## config.mk

```make
export PLATFORM = sky130hd
export DESIGN_NAME = serial_ctrl_word_logic
export DESIGN_NICKNAME = d
export VERILOG_FILES = /design/src/logic/serial_ctrl_pkg.sv /design/src/logic/serial_ctrl_word_logic.sv
export SDC_FILE = /design/constraint.sdc
export NUM_CORES = 1
export LEC_CHECK = 0
export ABC_AREA = 0
export BUFFER_PORTS_ARGS = -buffer_cell sky130_fd_sc_hd__buf_4
export CORE_MARGIN = 1
export CORE_UTILIZATION = 36
export DETAILED_ROUTE_END_ITERATION = 8
export HOLD_SLACK_MARGIN = 0.06
export PLACE_DENSITY = 0.73
export SLEW_MARGIN = 20
export SYNTH_ARGS = -nofsm -noshare
export SYNTH_HDL_FRONTEND = slang
export SYNTH_SLANG_ARGS = --single-unit
```

## constraint.sdc

```tcl
create_clock -name MCLK -period 1.3 [get_ports MCLK]
set_input_delay 0.26 -clock MCLK [delete_from_list [all_inputs] [get_ports MCLK]]
set_output_delay 0.26 -clock MCLK [all_outputs]
set_load 0.05 [all_outputs]
```

## src/logic/serial_ctrl_pkg.sv

```systemverilog
// ****************************************************************
// constants and carriers of the serial control word block
// ****************************************************************
package serial_ctrl_pkg;

  // register byte addresses on the bus, control reset value, zero fills and byte lane
  localparam logic [7:0]  CTRL_OFS   = 8'h00;
  localparam logic [7:0]  STATE_OFS  = 8'h04;
  localparam logic [7:0]  CTRL_RST   = 8'h00;
  localparam logic [23:0] PAD_ZERO   = 24'h000000;
  localparam logic [31:0] DATA_ZERO  = 32'h00000000;
  localparam int          LANE0      = 0;

  // control word layout, msb first
  typedef struct packed {
    logic tx_irq_en;
    logic rx_irq_en;
    logic tx_en;
    logic rx_en;
    logic multiproc_skip_en;
    logic tx_end_irq_en;
    logic clk_sel_hi;
    logic clk_sel_lo;
  } ctrl_word_t;

  // flags of the status word, kept elsewhere in the unit
  typedef struct packed {
    logic tx_buf_empty;
    logic rx_buf_full;
    logic overrun_flag;
    logic framing_err_flag;
    logic parity_err_flag;
    logic tx_end_flag;
  } unit_flags_t;

  // mode bits from the format word and the card mode word
  typedef struct packed {
    logic sync_mode;
    logic multiproc_format;
    logic card_mode_sel;
  } mode_t;

  // interrupt requests towards the interrupt controller
  typedef struct packed {
    logic tx_buf_irq;
    logic rx_full_irq;
    logic rx_err_irq;
    logic tx_end_irq;
  } irq_t;

  // clock source of the shifters
  typedef enum logic [1:0] {
    CLK_BAUD,
    CLK_EXT16,
    CLK_EXT_SHIFT
  } clk_src_t;

endpackage

```

## src/logic/serial_ctrl_word_logic.sv

```systemverilog
// Notes on behaviour
// transmit-end request follows flag when enabled
// transmit-end request drops with flag or enable
// async 00: baud generator, clock pin is port
// async 01: baud generator, pin drives bit clock
// async 1x: clock from pin, sixteen times rate
// sync 0x: internal clock driven on pin
// sync 1x: pin is input shift clock
// buffer request follows empty flag when enabled
// buffer request drops with flag or enable
// receive enable gates full and error requests
// receive requests drop with flags or enable
// transmit starts once buffer flag cleared
// transmit disabled holds empty flag at one
// software sets format before transmit enable
// receive starts on start bit or clock
// receive disable leaves receive flags alone
// software sets format before receive enable
// skip works only async with multiprocessor format
// software keeps two enables zero in card mode
// card mode select picks bit meanings
// skip drops zero frames, clears on one
// control word resets zero, plain read/write
//
// The implementer's own choices: the Wishbone slave port and the placing of the registers.
`timescale 1ns/1ps

module serial_ctrl_word_logic (
  input  wire logic                       MCLK,
  input  wire logic                       RST,
  input  wire logic                       WB_CYC_I,
  input  wire logic                       WB_STB_I,
  input  wire logic                       WB_WE_I,
  input  wire logic [7:0]                 WB_ADR_I,
  input  wire logic [3:0]                 WB_SEL_I,
  input  wire logic [31:0]                WB_DAT_I,
  output logic [31:0]                     WB_DAT_O,
  output logic                            WB_ACK_O,
  input  wire serial_ctrl_pkg::unit_flags_t FLAGS,
  input  wire serial_ctrl_pkg::mode_t     MODE,
  input  wire logic                       BAUD_TICK,
  input  wire logic                       FRAME_DONE,
  input  wire logic                       ADDR_FLAG_BIT,
  input  wire logic                       SCK_I,
  input  wire logic                       RXD_I,
  output serial_ctrl_pkg::irq_t           IRQ,
  output logic                            SCK_O,
  output logic                            SCK_OE,
  output logic                            SCK_PORT,
  output serial_ctrl_pkg::clk_src_t       CLK_SRC,
  output logic                            EXT_TICK,
  output logic                            TX_GO,
  output logic                            TX_EMPTY_HOLD,
  output logic                            RX_START,
  output logic                            FRAME_DROP,
  output logic                            FLAG_SET_EN
);

  // ****************************************************************
  // register bus slave
  // ****************************************************************
  serial_ctrl_pkg::ctrl_word_t ctrl_r;
  serial_ctrl_pkg::ctrl_word_t ctrl_nxt;
  logic                        ack_r;
  logic                        ack_nxt;
  logic [31:0]                 dat_r;
  logic [31:0]                 dat_nxt;
  logic                        skip_active;
  logic                        mp_clear;
  logic                        req;
  logic                        wr_ctrl;
  logic [7:0]                  state_byte;

  // skip only counts in async multiprocessor format outside card mode
  assign skip_active = ctrl_r.multiproc_skip_en & ~MODE.sync_mode
                       & MODE.multiproc_format & ~MODE.card_mode_sel;
  assign mp_clear    = skip_active & FRAME_DONE & ADDR_FLAG_BIT;
  assign req         = WB_CYC_I & WB_STB_I & ~ack_r;
  // write lands at the edge where the master sees ack high, not before
  assign wr_ctrl     = WB_CYC_I & WB_STB_I & ack_r & WB_WE_I & WB_SEL_I[serial_ctrl_pkg::LANE0]
                       & (WB_ADR_I == serial_ctrl_pkg::CTRL_OFS);

  // next control word, ack and read data
  always_comb
  begin
    ctrl_nxt = ctrl_r;
    if (wr_ctrl)
    begin
      ctrl_nxt = serial_ctrl_pkg::ctrl_word_t'(WB_DAT_I[7:0]);
    end
    else if (mp_clear)
    begin
      ctrl_nxt.multiproc_skip_en = 1'b0;
    end
    ack_nxt = req;
    dat_nxt = serial_ctrl_pkg::DATA_ZERO;
    if (req && !WB_WE_I)
    begin
      case (WB_ADR_I)
        serial_ctrl_pkg::CTRL_OFS:  dat_nxt = {serial_ctrl_pkg::PAD_ZERO, ctrl_r};
        serial_ctrl_pkg::STATE_OFS: dat_nxt = {serial_ctrl_pkg::PAD_ZERO, state_byte};
        default:                    dat_nxt = serial_ctrl_pkg::DATA_ZERO;
      endcase
    end
  end

  // bus registers
  always_ff @(posedge MCLK or posedge RST)
  begin
    if (RST)
    begin
      ctrl_r <= serial_ctrl_pkg::ctrl_word_t'(serial_ctrl_pkg::CTRL_RST);
      ack_r  <= 1'b0;
      dat_r  <= serial_ctrl_pkg::DATA_ZERO;
    end
    else
    begin
      ctrl_r <= ctrl_nxt;
      ack_r  <= ack_nxt;
      dat_r  <= dat_nxt;
    end
  end

  assign WB_ACK_O = ack_r;
  assign WB_DAT_O = dat_r;

  // ****************************************************************
  // link pin sampling and clock selection
  // ****************************************************************
  logic                      sck_s1_r;
  logic                      sck_s2_r;
  logic                      sck_s3_r;
  logic                      rxd_s1_r;
  logic                      rxd_s2_r;
  logic                      rxd_s3_r;
  logic                      sck_clk_r;
  logic                      sck_clk_nxt;
  logic                      drive_clk;
  logic                      sck_rise;
  logic                      rxd_fall;
  serial_ctrl_pkg::clk_src_t src_nxt;

  // pin drive decode per mode and clock select bits
  always_comb
  begin
    drive_clk = 1'b0;
    src_nxt   = serial_ctrl_pkg::CLK_BAUD;
    if (MODE.card_mode_sel)
    begin
      drive_clk = ctrl_r.clk_sel_lo;
    end
    else if (MODE.sync_mode)
    begin
      drive_clk = ~ctrl_r.clk_sel_hi;
      if (ctrl_r.clk_sel_hi)
      begin
        src_nxt = serial_ctrl_pkg::CLK_EXT_SHIFT;
      end
    end
    else if (ctrl_r.clk_sel_hi)
    begin
      src_nxt = serial_ctrl_pkg::CLK_EXT16;
    end
    else
    begin
      drive_clk = ctrl_r.clk_sel_lo;
    end
    sck_clk_nxt = sck_clk_r;
    if (!drive_clk)
    begin
      sck_clk_nxt = 1'b0;
    end
    else if (BAUD_TICK)
    begin
      sck_clk_nxt = ~sck_clk_r; // two ticks make one bit period
    end
  end

  assign sck_rise = sck_s2_r & ~sck_s3_r;
  assign rxd_fall = ~rxd_s2_r & rxd_s3_r;

  // two-stage synchronisers plus edge history
  always_ff @(posedge MCLK or posedge RST)
  begin
    if (RST)
    begin
      sck_s1_r  <= 1'b0;
      sck_s2_r  <= 1'b0;
      sck_s3_r  <= 1'b0;
      rxd_s1_r  <= 1'b1;
      rxd_s2_r  <= 1'b1;
      rxd_s3_r  <= 1'b1;
      sck_clk_r <= 1'b0;
    end
    else
    begin
      sck_s1_r  <= SCK_I;
      sck_s2_r  <= sck_s1_r;
      sck_s3_r  <= sck_s2_r;
      rxd_s1_r  <= RXD_I;
      rxd_s2_r  <= rxd_s1_r;
      rxd_s3_r  <= rxd_s2_r;
      sck_clk_r <= sck_clk_nxt;
    end
  end

  // ****************************************************************
  // requests and control outputs
  // ****************************************************************
  serial_ctrl_pkg::irq_t irq_nxt;
  logic                  rx_go;
  logic                  ext_nxt;

  // interrupt requests are enable-and-flag terms, transmit-end also masked in card mode
  always_comb
  begin
    irq_nxt.tx_buf_irq  = ctrl_r.tx_irq_en & FLAGS.tx_buf_empty;
    irq_nxt.rx_full_irq = ctrl_r.rx_irq_en & FLAGS.rx_buf_full;
    irq_nxt.rx_err_irq  = ctrl_r.rx_irq_en & (FLAGS.overrun_flag
                          | FLAGS.framing_err_flag | FLAGS.parity_err_flag);
    irq_nxt.tx_end_irq  = ctrl_r.tx_end_irq_en & FLAGS.tx_end_flag
                          & ~MODE.card_mode_sel;
    ext_nxt = (src_nxt != serial_ctrl_pkg::CLK_BAUD) & sck_rise;
    rx_go   = 1'b0;
    if (ctrl_r.rx_en)
    begin
      if (!MODE.sync_mode)
      begin
        rx_go = rxd_fall;
      end
      else if (ctrl_r.clk_sel_hi)
      begin
        rx_go = sck_rise;
      end
      else
      begin
        rx_go = BAUD_TICK;
      end
    end
  end

  // output registers; receive flags are never touched here
  always_ff @(posedge MCLK or posedge RST)
  begin
    if (RST)
    begin
      IRQ           <= '0;
      SCK_O         <= 1'b0;
      SCK_OE        <= 1'b0;
      SCK_PORT      <= 1'b1;
      CLK_SRC       <= serial_ctrl_pkg::CLK_BAUD;
      EXT_TICK      <= 1'b0;
      TX_GO         <= 1'b0;
      TX_EMPTY_HOLD <= 1'b1;
      RX_START      <= 1'b0;
      FRAME_DROP    <= 1'b0;
      FLAG_SET_EN   <= 1'b1;
    end
    else
    begin
      IRQ           <= irq_nxt;
      SCK_O         <= sck_clk_nxt;
      SCK_OE        <= drive_clk;
      SCK_PORT      <= ~drive_clk & (src_nxt == serial_ctrl_pkg::CLK_BAUD);
      CLK_SRC       <= src_nxt;
      EXT_TICK      <= ext_nxt;
      TX_GO         <= ctrl_r.tx_en & ~FLAGS.tx_buf_empty;
      TX_EMPTY_HOLD <= ~ctrl_r.tx_en;
      RX_START      <= rx_go; // receive flags stay with the status block
      FRAME_DROP    <= skip_active & FRAME_DONE & ~ADDR_FLAG_BIT;
      FLAG_SET_EN   <= ~skip_active;
    end
  end

  assign state_byte = {3'h0, skip_active, drive_clk, sck_s2_r, CLK_SRC};

  // ****************************************************************
  // checks
  // ****************************************************************
  localparam serial_ctrl_pkg::ctrl_word_t CTRL_Z = 8'h00;
endmodule

```

==> results_tabular.tex, run 1 <==
\begin{tabular}{lr}
\hline
Metric & Value \\
\hline
\multicolumn{2}{l}{\textbf{Pwr}} \\
\quad Sw frac & 25.1\% \\
\quad Clock network fraction of design power & 38.9\% \\
\quad Leakage power of the design & 1.13 nW \\
\quad Pwr per Cell Area & 1190 mW/mm2 \\
\quad Worst vdd rail ir drop & 0.000603 V \\
\quad NetSw & 0.655 mW \\
\quad Cell internal power dissipation & 1.96 mW \\
\quad Fraction of power consumed by sequential logic & 47.0\% \\
\quad Proportion of power drawn by combinational gates & 14.1\% \\
\multicolumn{2}{l}{\textbf{Finish}} \\
\quad Multi-input gate area & 520 um2 \\
\quad Net count reported at finish & 260 \\
\quad Register cell area after layout & 960 um2 \\
\quad Final design area excluding fillers & 0.00220 mm2 \\
\quad Layout cell share with drive strength beyond 1 & 45.5\% \\
\quad ANT cells & 0 \\
\quad Non-filler instance count after layout & 248 \\
\quad Fillers & 384 \\
\quad Final core area utilization & 53.8\% \\
\quad Signed area change from the synthesized netlist to the final layout & 40.1\% \\
\multicolumn{2}{l}{\textbf{STA}} \\
\quad Top achievable clock speed & 771 MHz \\
\quad Worst clock skew & 10.7 ps \\
\quad Hold Fails Final Rpt & 0 \\
\quad Hold\_ws & 86.7 ps \\
\quad Post-layout minimum cycle time & 1300 ps \\
\quad Setup TNS & 0 ps \\
\quad Max-slew violations & 0 \\
\quad RSZ-0062 raised after global routing & yes \\
\quad Final worst-path cycle share & 99.8\% \\
\quad Setup-failing EPs final & 0 \\
\multicolumn{2}{l}{\textbf{Job}} \\
\quad Count of maximum capacitance violations & 0 \\
\multicolumn{2}{l}{\textbf{Placed design}} \\
\quad Sum of net half-perimeters after detailed placement & 2.17 mm \\
\quad Number of placed instances with taps included & 239 \\
\quad Global placer's final weighted congestion & 0.719 \\
\quad Buffers added on ports & 59 \\
\quad DP Area & 0.00206 mm2 \\
\multicolumn{2}{l}{\textbf{Die}} \\
\quad Standard cell core area & 0.00409 mm2 \\
\quad Horizontal extent of the die & 68.0 um \\
\quad Top Ports & 111 \\
\quad Die height & 68.0 um \\
\quad Die area & 0.00463 mm2 \\
\quad Starting density of the core & 38.4\% \\
\quad Number of rows in the core area & 23 \\
\multicolumn{2}{l}{\textbf{Hold path}} \\
\quad Terminating pin of the worst hold path & rxd\_s1\_r\$\_DFF\_PP1\_ \\
\quad Type of the worst min-delay path & in2reg \\
\quad Hold\_sp & RXD\_I \\
\quad Hold Path Depth & 1 \\
\multicolumn{2}{l}{\textbf{Clock network}} \\
\quad Number of post-CTS setup repair buffers & 0 \\
\quad Clock latency at the later pin of the worst-skew pair & 280 ps \\
\quad H-tree Lvls & 2 \\
\quad Post-CTS clock slew at the launch and capture registers of the worst setup and hold paths & 70 ps \\
\quad CTS tree & built \\
\quad Maximum clock insertion buffer count & 2 \\
\quad TritonCTS Buffers & 5 \\
\quad Sinks on Clock Net & 38 \\
\quad Clock root buffer & sky130\_fd\_sc\_hd\_\_clkbuf\_8 \\
\multicolumn{2}{l}{\textbf{Logic synthesis}} \\
\quad Count of flip-flops with a built-in enable after synthesis & 0 \\
\quad FFs w/ async S/R, synth & 100\% \\
\quad Yosys top cell by area & sky130\_fd\_sc\_hd\_\_dfrtp\_1 \\
\quad Share of synthesized area occupied by flip-flops and latches & 61.0\% \\
\quad Simple-gate share of the synthesized area & 13.8\% \\
\quad Post-Synth Adder-Cell Area & 0\% \\
\quad Top cell types by occurrence after synthesis & sky130\_fd\_sc\_hd\_\_dfrtp\_1 (32), sky130\_fd\_sc\_hd\_\_buf\_4 (24), sky130\_fd\_sc\_hd\_\_nor2\_1 (11) \\
\quad Post-synthesis share of cell area spent on xor and xnor gates & 0.558\% \\
\quad Largest cells by area after synthesis & sky130\_fd\_sc\_hd\_\_dfrtp\_1 (51\%), sky130\_fd\_sc\_hd\_\_buf\_4 (11\%), sky130\_fd\_sc\_hd\_\_dfstp\_2 (10\%) \\
\quad Most frequently used cell type in the post-synthesis netlist & sky130\_fd\_sc\_hd\_\_dfrtp\_1 \\
\quad Combined area of all synthesized cells & 0.00157 mm2 \\
\quad Number of different library cells in the post-synthesis netlist & 28 \\
\quad Number of flip-flops and latches in the synthesized netlist & 38 \\
\quad Number of cells produced by synthesis & 126 \\
\quad Avg Synthesized Cell Area & 12.5 um2 \\
\quad Dominant combinational cell family by area after synthesis & simple AND/OR/NAND/NOR gates \\
\quad Multiplexer fraction of the synthesized cell area & 7.65\% \\
\quad Count of synthesis-stage warnings from yosys & 0 \\
\quad Yosys top cell area share & 51.0\% \\
\quad Most used flip-flop cell after synthesis & sky130\_fd\_sc\_hd\_\_dfrtp\_1 \\
\quad Synth Area in Compound Gates & 3.35\% \\
\multicolumn{2}{l}{\textbf{Drt}} \\
\quad Iteration count of the initial detailed-routing pass & 5 \\
\quad Final wirelength & 2.84 mm \\
\quad Via count & 1072 \\
\quad Routed wire length per instance & 11.4 um \\
\quad Via density & 4.32 \\
\quad Antenna Nets Post-Route & 0 \\
\quad Residual DRC count & 0 \\
\quad Violation count after the first detailed-routing iteration & 91 \\
\multicolumn{2}{l}{\textbf{GRT}} \\
\quad Total global routing overflow & 0 \\
\quad Global Route Usage Sum & 13.9\% \\
\quad Antenna violations before repair & 0 \\
\quad Maximum number of pins on one net before global-route repair & 39 \\
\quad Number of global-route vias before repair & 1020 \\
\quad Wire length of the first global-routing pass & 4.61 mm \\
\multicolumn{2}{l}{\textbf{Critical path}} \\
\quad Buf+Inv Stages, Crit Path & 1 \\
\quad Delay-heaviest family, CP & simple AND/OR/NAND/NOR gates \\
\quad CP startpoint kind & flop \\
\quad Endpoint type of the worst setup path & flop \\
\quad Cell-by-cell trace of the critical path & and4b\_1, and4\_4, buf\_6, mux2\_4 \\
\quad Crit Path Class & reg2reg \\
\quad Terminus of the critical flop-to-flop path & ctrl\_r[4]\$\_DFFE\_PP0P\_ \\
\quad Minimum setup slack among reg-to-reg paths & 2 ps \\
\quad Crit Reg-Reg Startpoint & WB\_ACK\_O\$\_DFF\_PP0\_ \\
\quad Arrival time at the worst endpoint & 1460 ps \\
\quad Stage delay of the slowest cell on the critical path & 360 ps \\
\quad Number of cells on the worst reg-to-reg path & 4 \\
\quad Data required time at the worst endpoint & 1460 ps \\
\quad Standard cell with the maximum stage delay on the critical path & sky130\_fd\_sc\_hd\_\_dfrtp\_2 \\
\quad Worst Path Max Fanout & 4 \\
\multicolumn{2}{l}{\textbf{Status}} \\
\quad Status & finished clean \\
\hline
\end{tabular}
## how the worst max path moves through the flow
| stage | startpoint | endpoint | cells after the start |
|---|---|---|---|
| after floorplan | WB_ACK_O$_DFF_PP0_ | ctrl_r[0]$_DFFE_PP0P_ | 4 |
| after global placement | WB_ADR_I[1] | ctrl_r[3]$_DFFE_PP0P_ | 5 |
| after detailed placement | WB_ADR_I[1] | ctrl_r[1]$_DFFE_PP0P_ | 5 |
| after CTS | WB_ACK_O$_DFF_PP0_ | ctrl_r[3]$_DFFE_PP0P_ | 4 |
| after global routing | WB_ACK_O$_DFF_PP0_ | ctrl_r[3]$_DFFE_PP0P_ | 4 |
| final | WB_ACK_O$_DFF_PP0_ | ctrl_r[4]$_DFFE_PP0P_ | 4 |
## power groups by stage
| stage | sequential (mW) | clock, mW | combinational [mW] |
|---|---|---|---|
| 2_1_floorplan | 1.27 | 0 | 0.269 |
| 3_3_place_gp | 1.25 | 0 | 0.367 |
| 3_5_place_dp | 1.25 | 0 | 0.370 |
| 4_1_cts | 1.23 | 1.04 | 0.373 |
| 5_1_grt | 1.23 | 1.10 | 0.396 |
| 6_report | 1.23 | 1.02 | 0.369 |
## cell usage in the layout, fill, tap and decap left out, types with 2 or more instances in the layout
| master | instances |
|---|---|
| sky130_fd_sc_hd__inv_1 | 4 |
| sky130_fd_sc_hd__mux2_4 | 8 |
| sky130_fd_sc_hd__dfstp_2 | 6 |
| sky130_fd_sc_hd__a21oi_1 | 3 |
| sky130_fd_sc_hd__nor3_1 | 2 |
| sky130_fd_sc_hd__nand2_1 | 2 |
| sky130_fd_sc_hd__dfrtp_1 | 31 |
| sky130_fd_sc_hd__nor3b_1 | 6 |
| sky130_fd_sc_hd__buf_6 | 2 |
| sky130_fd_sc_hd__clkbuf_8 | 6 |
| sky130_fd_sc_hd__nor2b_1 | 2 |
| sky130_fd_sc_hd__and2_1 | 4 |
| sky130_fd_sc_hd__o21a_1 | 2 |
| sky130_fd_sc_hd__conb_1 | 24 |
| sky130_fd_sc_hd__mux2i_1 | 3 |
| sky130_fd_sc_hd__nand2b_1 | 4 |
| sky130_fd_sc_hd__buf_4 | 63 |
| sky130_fd_sc_hd__nor2_1 | 11 |
## worst reg2reg max path: stages, from the launching register on
cell                      delay, ps
sky130_fd_sc_hd__dfrtp_2        360
sky130_fd_sc_hd__and4b_1        180
sky130_fd_sc_hd__and4_4         220
sky130_fd_sc_hd__buf_6          130
sky130_fd_sc_hd__mux2_4         300
## repair_timing
action | CTS | global route
hold endpoints to repair | 32 | 0
pin swaps | 1 | 0
hold buffers | 1 | 0
setup endpoints to repair | 8 | 8
resized for setup | 3 | 0
## sequential cells by signal, summed over array words and instances, names as in the netlist, 2 cells and up
register	count
ctrl_r	8
WB_DAT_O	8
IRQ	4
CLK_SRC	2
## stage by stage
step	total power, mW	setup slack, ps
final	2.61	2.45
after global placement	1.61	-223
after floorplan	1.54	-166
after global routing	2.72	-47.5
after detailed placement	1.62	-237
after CTS	2.64	-2.44
## area by class of cell
class                      count  area share [%]
multi-input combinational     81            23.7
tap                           50            2.84
inverter                       4           0.683
sequential                    38            43.6
timing repair buffer          67            23.9
clock inverter                 1            1.37
clock buffer                   7            3.92
## kinds of logic after synthesis
family,Yosys count
buf+inv,30
other cells,1
xor+xnor,1
mux,11
flops,38
compound gates,8
simple gates,37
## routing by layer
| layer | routed length (um) | up-vias | GRT usage [%] | share of wire, % |
|---|---|---|---|---|
| met5 | 0 | - | 0 | 0 |
| met4 | 14 | 0 | 4.69 | 0.49 |
| met3 | 209 | 2 | 4.33 | 7.4 |
| met2 | 1410 | 48 | 23.3 | 49 |
| met1 | 1210 | 514 | 16.7 | 43 |
| li1 | - | 508 | - | - |
Note: power is estimated with default switching activity, not from simulation.
==> inputs of run 2 (changes only) <==
- SETUP_SLACK_MARGIN: default -> 0.5
==> run 2 against run 1 <==
- the run now ends with hold timing, setup timing left
- clock skew is 8.5 ps lower
- clock power is 20% lower
- design area is 14% higher
- non-clock buffer count stayed put
- flip-flop and latch count stayed put
- die area stayed put
- worst hold slack worse by 130 ps
- sequential share of layout area is 4.3 points lower
- first-iteration DRC count is 24% higher
- global-route usage is 2.2 points higher
- largest cell class unchanged
- largest power group unchanged
==> results_tabular.tex, run 2 (synthesized netlist as in run 1, its figures left out) <==
\begin{tabular}{lr}
\hline
Metric & Value \\
\hline
\multicolumn{2}{l}{\textbf{Die}} \\
\quad Standard cell core area & 0.00409 mm2 (unchanged) \\
\quad Die height & 68.0 um (unchanged) \\
\quad Number of rows in the core area & 23 (unchanged) \\
\quad Horizontal extent of the die & 68.0 um (unchanged) \\
\quad Top Ports & 111 (unchanged) \\
\quad Starting density of the core & 38.4\% (unchanged) \\
\quad Die area & 0.00463 mm2 (unchanged) \\
\multicolumn{2}{l}{\textbf{Placed design}} \\
\quad Sum of net half-perimeters after detailed placement & 2.30 mm (+6.4\%) \\
\quad Number of placed instances with taps included & 237 (-0.84\%) \\
\quad Setup Slack @ Placement & -236 ps (+0.812 ps) \\
\quad Global placer's final weighted congestion & 0.697 (-3.1\%) \\
\quad Buffers added on ports & 59 (unchanged) \\
\quad DP Area & 0.00210 mm2 (+1.8\%) \\
\multicolumn{2}{l}{\textbf{Status}} \\
\quad Violations in the final reports & hold timing, setup timing \\
\quad Status & finished with violations \\
\multicolumn{2}{l}{\textbf{Clock network}} \\
\quad TritonCTS Buffers & 5 (unchanged) \\
\quad Clock latency at the later pin of the worst-skew pair & 280 ps (about the same) \\
\quad Clock root buffer & sky130\_fd\_sc\_hd\_\_clkbuf\_8 \\
\quad Sinks on Clock Net & 38 (unchanged) \\
\quad Maximum clock insertion buffer count & 2 (unchanged) \\
\quad CTS tree & built \\
\quad Post-CTS clock slew at the launch and capture registers of the worst setup and hold paths & 70 ps (about the same) \\
\quad H-tree Lvls & 2 (unchanged) \\
\multicolumn{2}{l}{\textbf{Finish}} \\
\quad Signed area change from the synthesized netlist to the final layout & 59.6\% \\
\quad Final core area utilization & 61.3\% (+7.5 points) \\
\quad Final design area excluding fillers & 0.00251 mm2 (+14\%) \\
\quad Non-filler instance count after layout & 248 (unchanged) \\
\quad Net count reported at finish & 260 (unchanged) \\
\quad Most common cell after layout, fill and taps aside & sky130\_fd\_sc\_hd\_\_buf\_4 \\
\quad ANT cells & 0 (unchanged) \\
\quad Highest-count cells in the layout ignoring fill and taps & sky130\_fd\_sc\_hd\_\_buf\_4 (37), sky130\_fd\_sc\_hd\_\_conb\_1 (24), sky130\_fd\_sc\_hd\_\_buf\_8 (24) \\
\quad Layout cell share with drive strength beyond 1 & 65.7\% (+20 points) \\
\multicolumn{2}{l}{\textbf{Critical path}} \\
\quad Endpoint type of the worst setup path & flop \\
\quad Arrival time at the worst endpoint & 1480 ps (+20 ps) \\
\quad Number of cells on the worst reg-to-reg path & 4 (unchanged) \\
\quad Data required time at the worst endpoint & 1470 ps (about the same) \\
\quad Terminus of the critical flop-to-flop path & ctrl\_r[4]\$\_DFFE\_PP0P\_ \\
\quad Minimum setup slack among reg-to-reg paths & -10 ps (-20 ps) \\
\quad Worst Path Max Fanout & 8 (+4) \\
\quad CP startpoint kind & flop \\
\quad Crit Path Class & reg2reg \\
\quad Crit Reg-Reg Startpoint & WB\_ACK\_O\$\_DFF\_PP0\_ \\
\multicolumn{2}{l}{\textbf{GRT}} \\
\quad GRT busiest layer & met2 \\
\quad Antenna violations before repair & 0 (unchanged) \\
\quad Number of global-route vias before repair & 1110 (+8.8\%) \\
\quad Met3 layer usage reported by global route & 3.33\% (-1.0 points) \\
\quad Maximum number of pins on one net before global-route repair & 25 (-36\%) \\
\quad Total global routing overflow & 0 (unchanged) \\
\quad Wire length of the first global-routing pass & 5.33 mm (+16\%) \\
\quad Met1 usage in global routing & 18.7\% (+2.0 points) \\
\quad Global Route Usage Sum & 16.1\% (+2.2 points) \\
\quad M2 GR Usage & 28.3\% (+5.0 points) \\
\multicolumn{2}{l}{\textbf{Hold path}} \\
\quad Type of the worst min-delay path & in2async \\
\multicolumn{2}{l}{\textbf{Drt}} \\
\quad Antenna Nets Post-Route & 0 (unchanged) \\
\quad Via density & 4.44 (+2.7\%) \\
\quad Iteration count of the initial detailed-routing pass & 3 (-2) \\
\quad Via count & 1101 (+2.7\%) \\
\quad Routed wire length per instance & 14.1 um (+23\%) \\
\quad Final wirelength & 3.50 mm (+23\%) \\
\quad Residual DRC count & 0 (unchanged) \\
\quad Violation count after the first detailed-routing iteration & 113 (+24\%) \\
\multicolumn{2}{l}{\textbf{STA}} \\
\quad RSZ-0062 raised after global routing & yes \\
\quad Hold Fails Final Rpt & 12 (+12) \\
\quad Post-layout minimum cycle time & 1310 ps (+16.0 ps) \\
\quad Max-slew violations & 0 (unchanged) \\
\quad Setup-failing EPs final & 7 (+7) \\
\quad Final worst-path cycle share & 101\% (+1.2 points) \\
\quad Top achievable clock speed & 761 MHz (-1.2\%) \\
\quad Setup TNS & -44.1 ps (-44.1 ps) \\
\quad Final worst-path setup slack & -13.6 ps (-16.0 ps) \\
\quad Hold\_ws & -45.4 ps (-132 ps) \\
\quad Worst clock skew & 2.20 ps (-8.53 ps) \\
\multicolumn{2}{l}{\textbf{Pwr}} \\
\quad Worst vdd rail ir drop & 0.000361 V (-40\%) \\
\quad Leakage power of the design & 1.16 nW (+2.4\%) \\
\quad Pwr per Cell Area & 978 mW/mm2 (-18\%) \\
\quad Final Total Pwr & 2.45 mW (-6.1\%) \\
\multicolumn{2}{l}{\textbf{Job}} \\
\quad Count of maximum capacitance violations & 0 (unchanged) \\
\hline
\end{tabular}
run 2: final cells by class:
type | instances | area (um2)
clock buffer | 7 | 86.3
clock inverter | 1 | 5.00
fill | 320 | 1580
inverter | 4 | 18.8
multi-input combinational | 81 | 624
sequential | 38 | 986
tap | 50 | 62.6
timing repair buffer | 67 | 723
run 2: power breakdown:
group | internal, mW | switching [mW]
combinational | 0.137 | 0.268
sequential | 1.21 | 0.0166
clock | 0.428 | 0.390
total | 1.78 | 0.674
run 2: worst max-delay path, cell delays in order, from the launching register on:
cell,delay [ps]
sky130_fd_sc_hd__dfrtp_2,350
sky130_fd_sc_hd__and4b_1,190
sky130_fd_sc_hd__and4_4,220
sky130_fd_sc_hd__buf_12,140
sky130_fd_sc_hd__mux2_4,300
run 2: timing repair:
item,in CTS,in global routing
hold endpoints to repair,12,12
endpoints found under the setup margin,46,46
resized for setup,65,10
pin swaps,6,8
setup buffers,2,1
run 2: per-layer routing:
layer  vias up  routed length [um]
met2        57                1850
met1       530                1360
met3         5                 232
met4         0                  54
li1        509                   -
met5         -                   0
run 2: worst max-delay path by stage:
stage	startpoint	cells past startpoint	end
floorplan	WB_ACK_O$_DFF_PP0_	4	ctrl_r[0]$_DFFE_PP0P_
finish	WB_ACK_O$_DFF_PP0_	4	ctrl_r[4]$_DFFE_PP0P_
global route	WB_ACK_O$_DFF_PP0_	4	ctrl_r[6]$_DFFE_PP0P_
global placement	WB_ADR_I[1]	5	ctrl_r[6]$_DFFE_PP0P_
detailed placement	WB_ADR_I[1]	5	ctrl_r[0]$_DFFE_PP0P_
CTS	WB_ACK_O$_DFF_PP0_	4	ctrl_r[0]$_DFFE_PP0P_
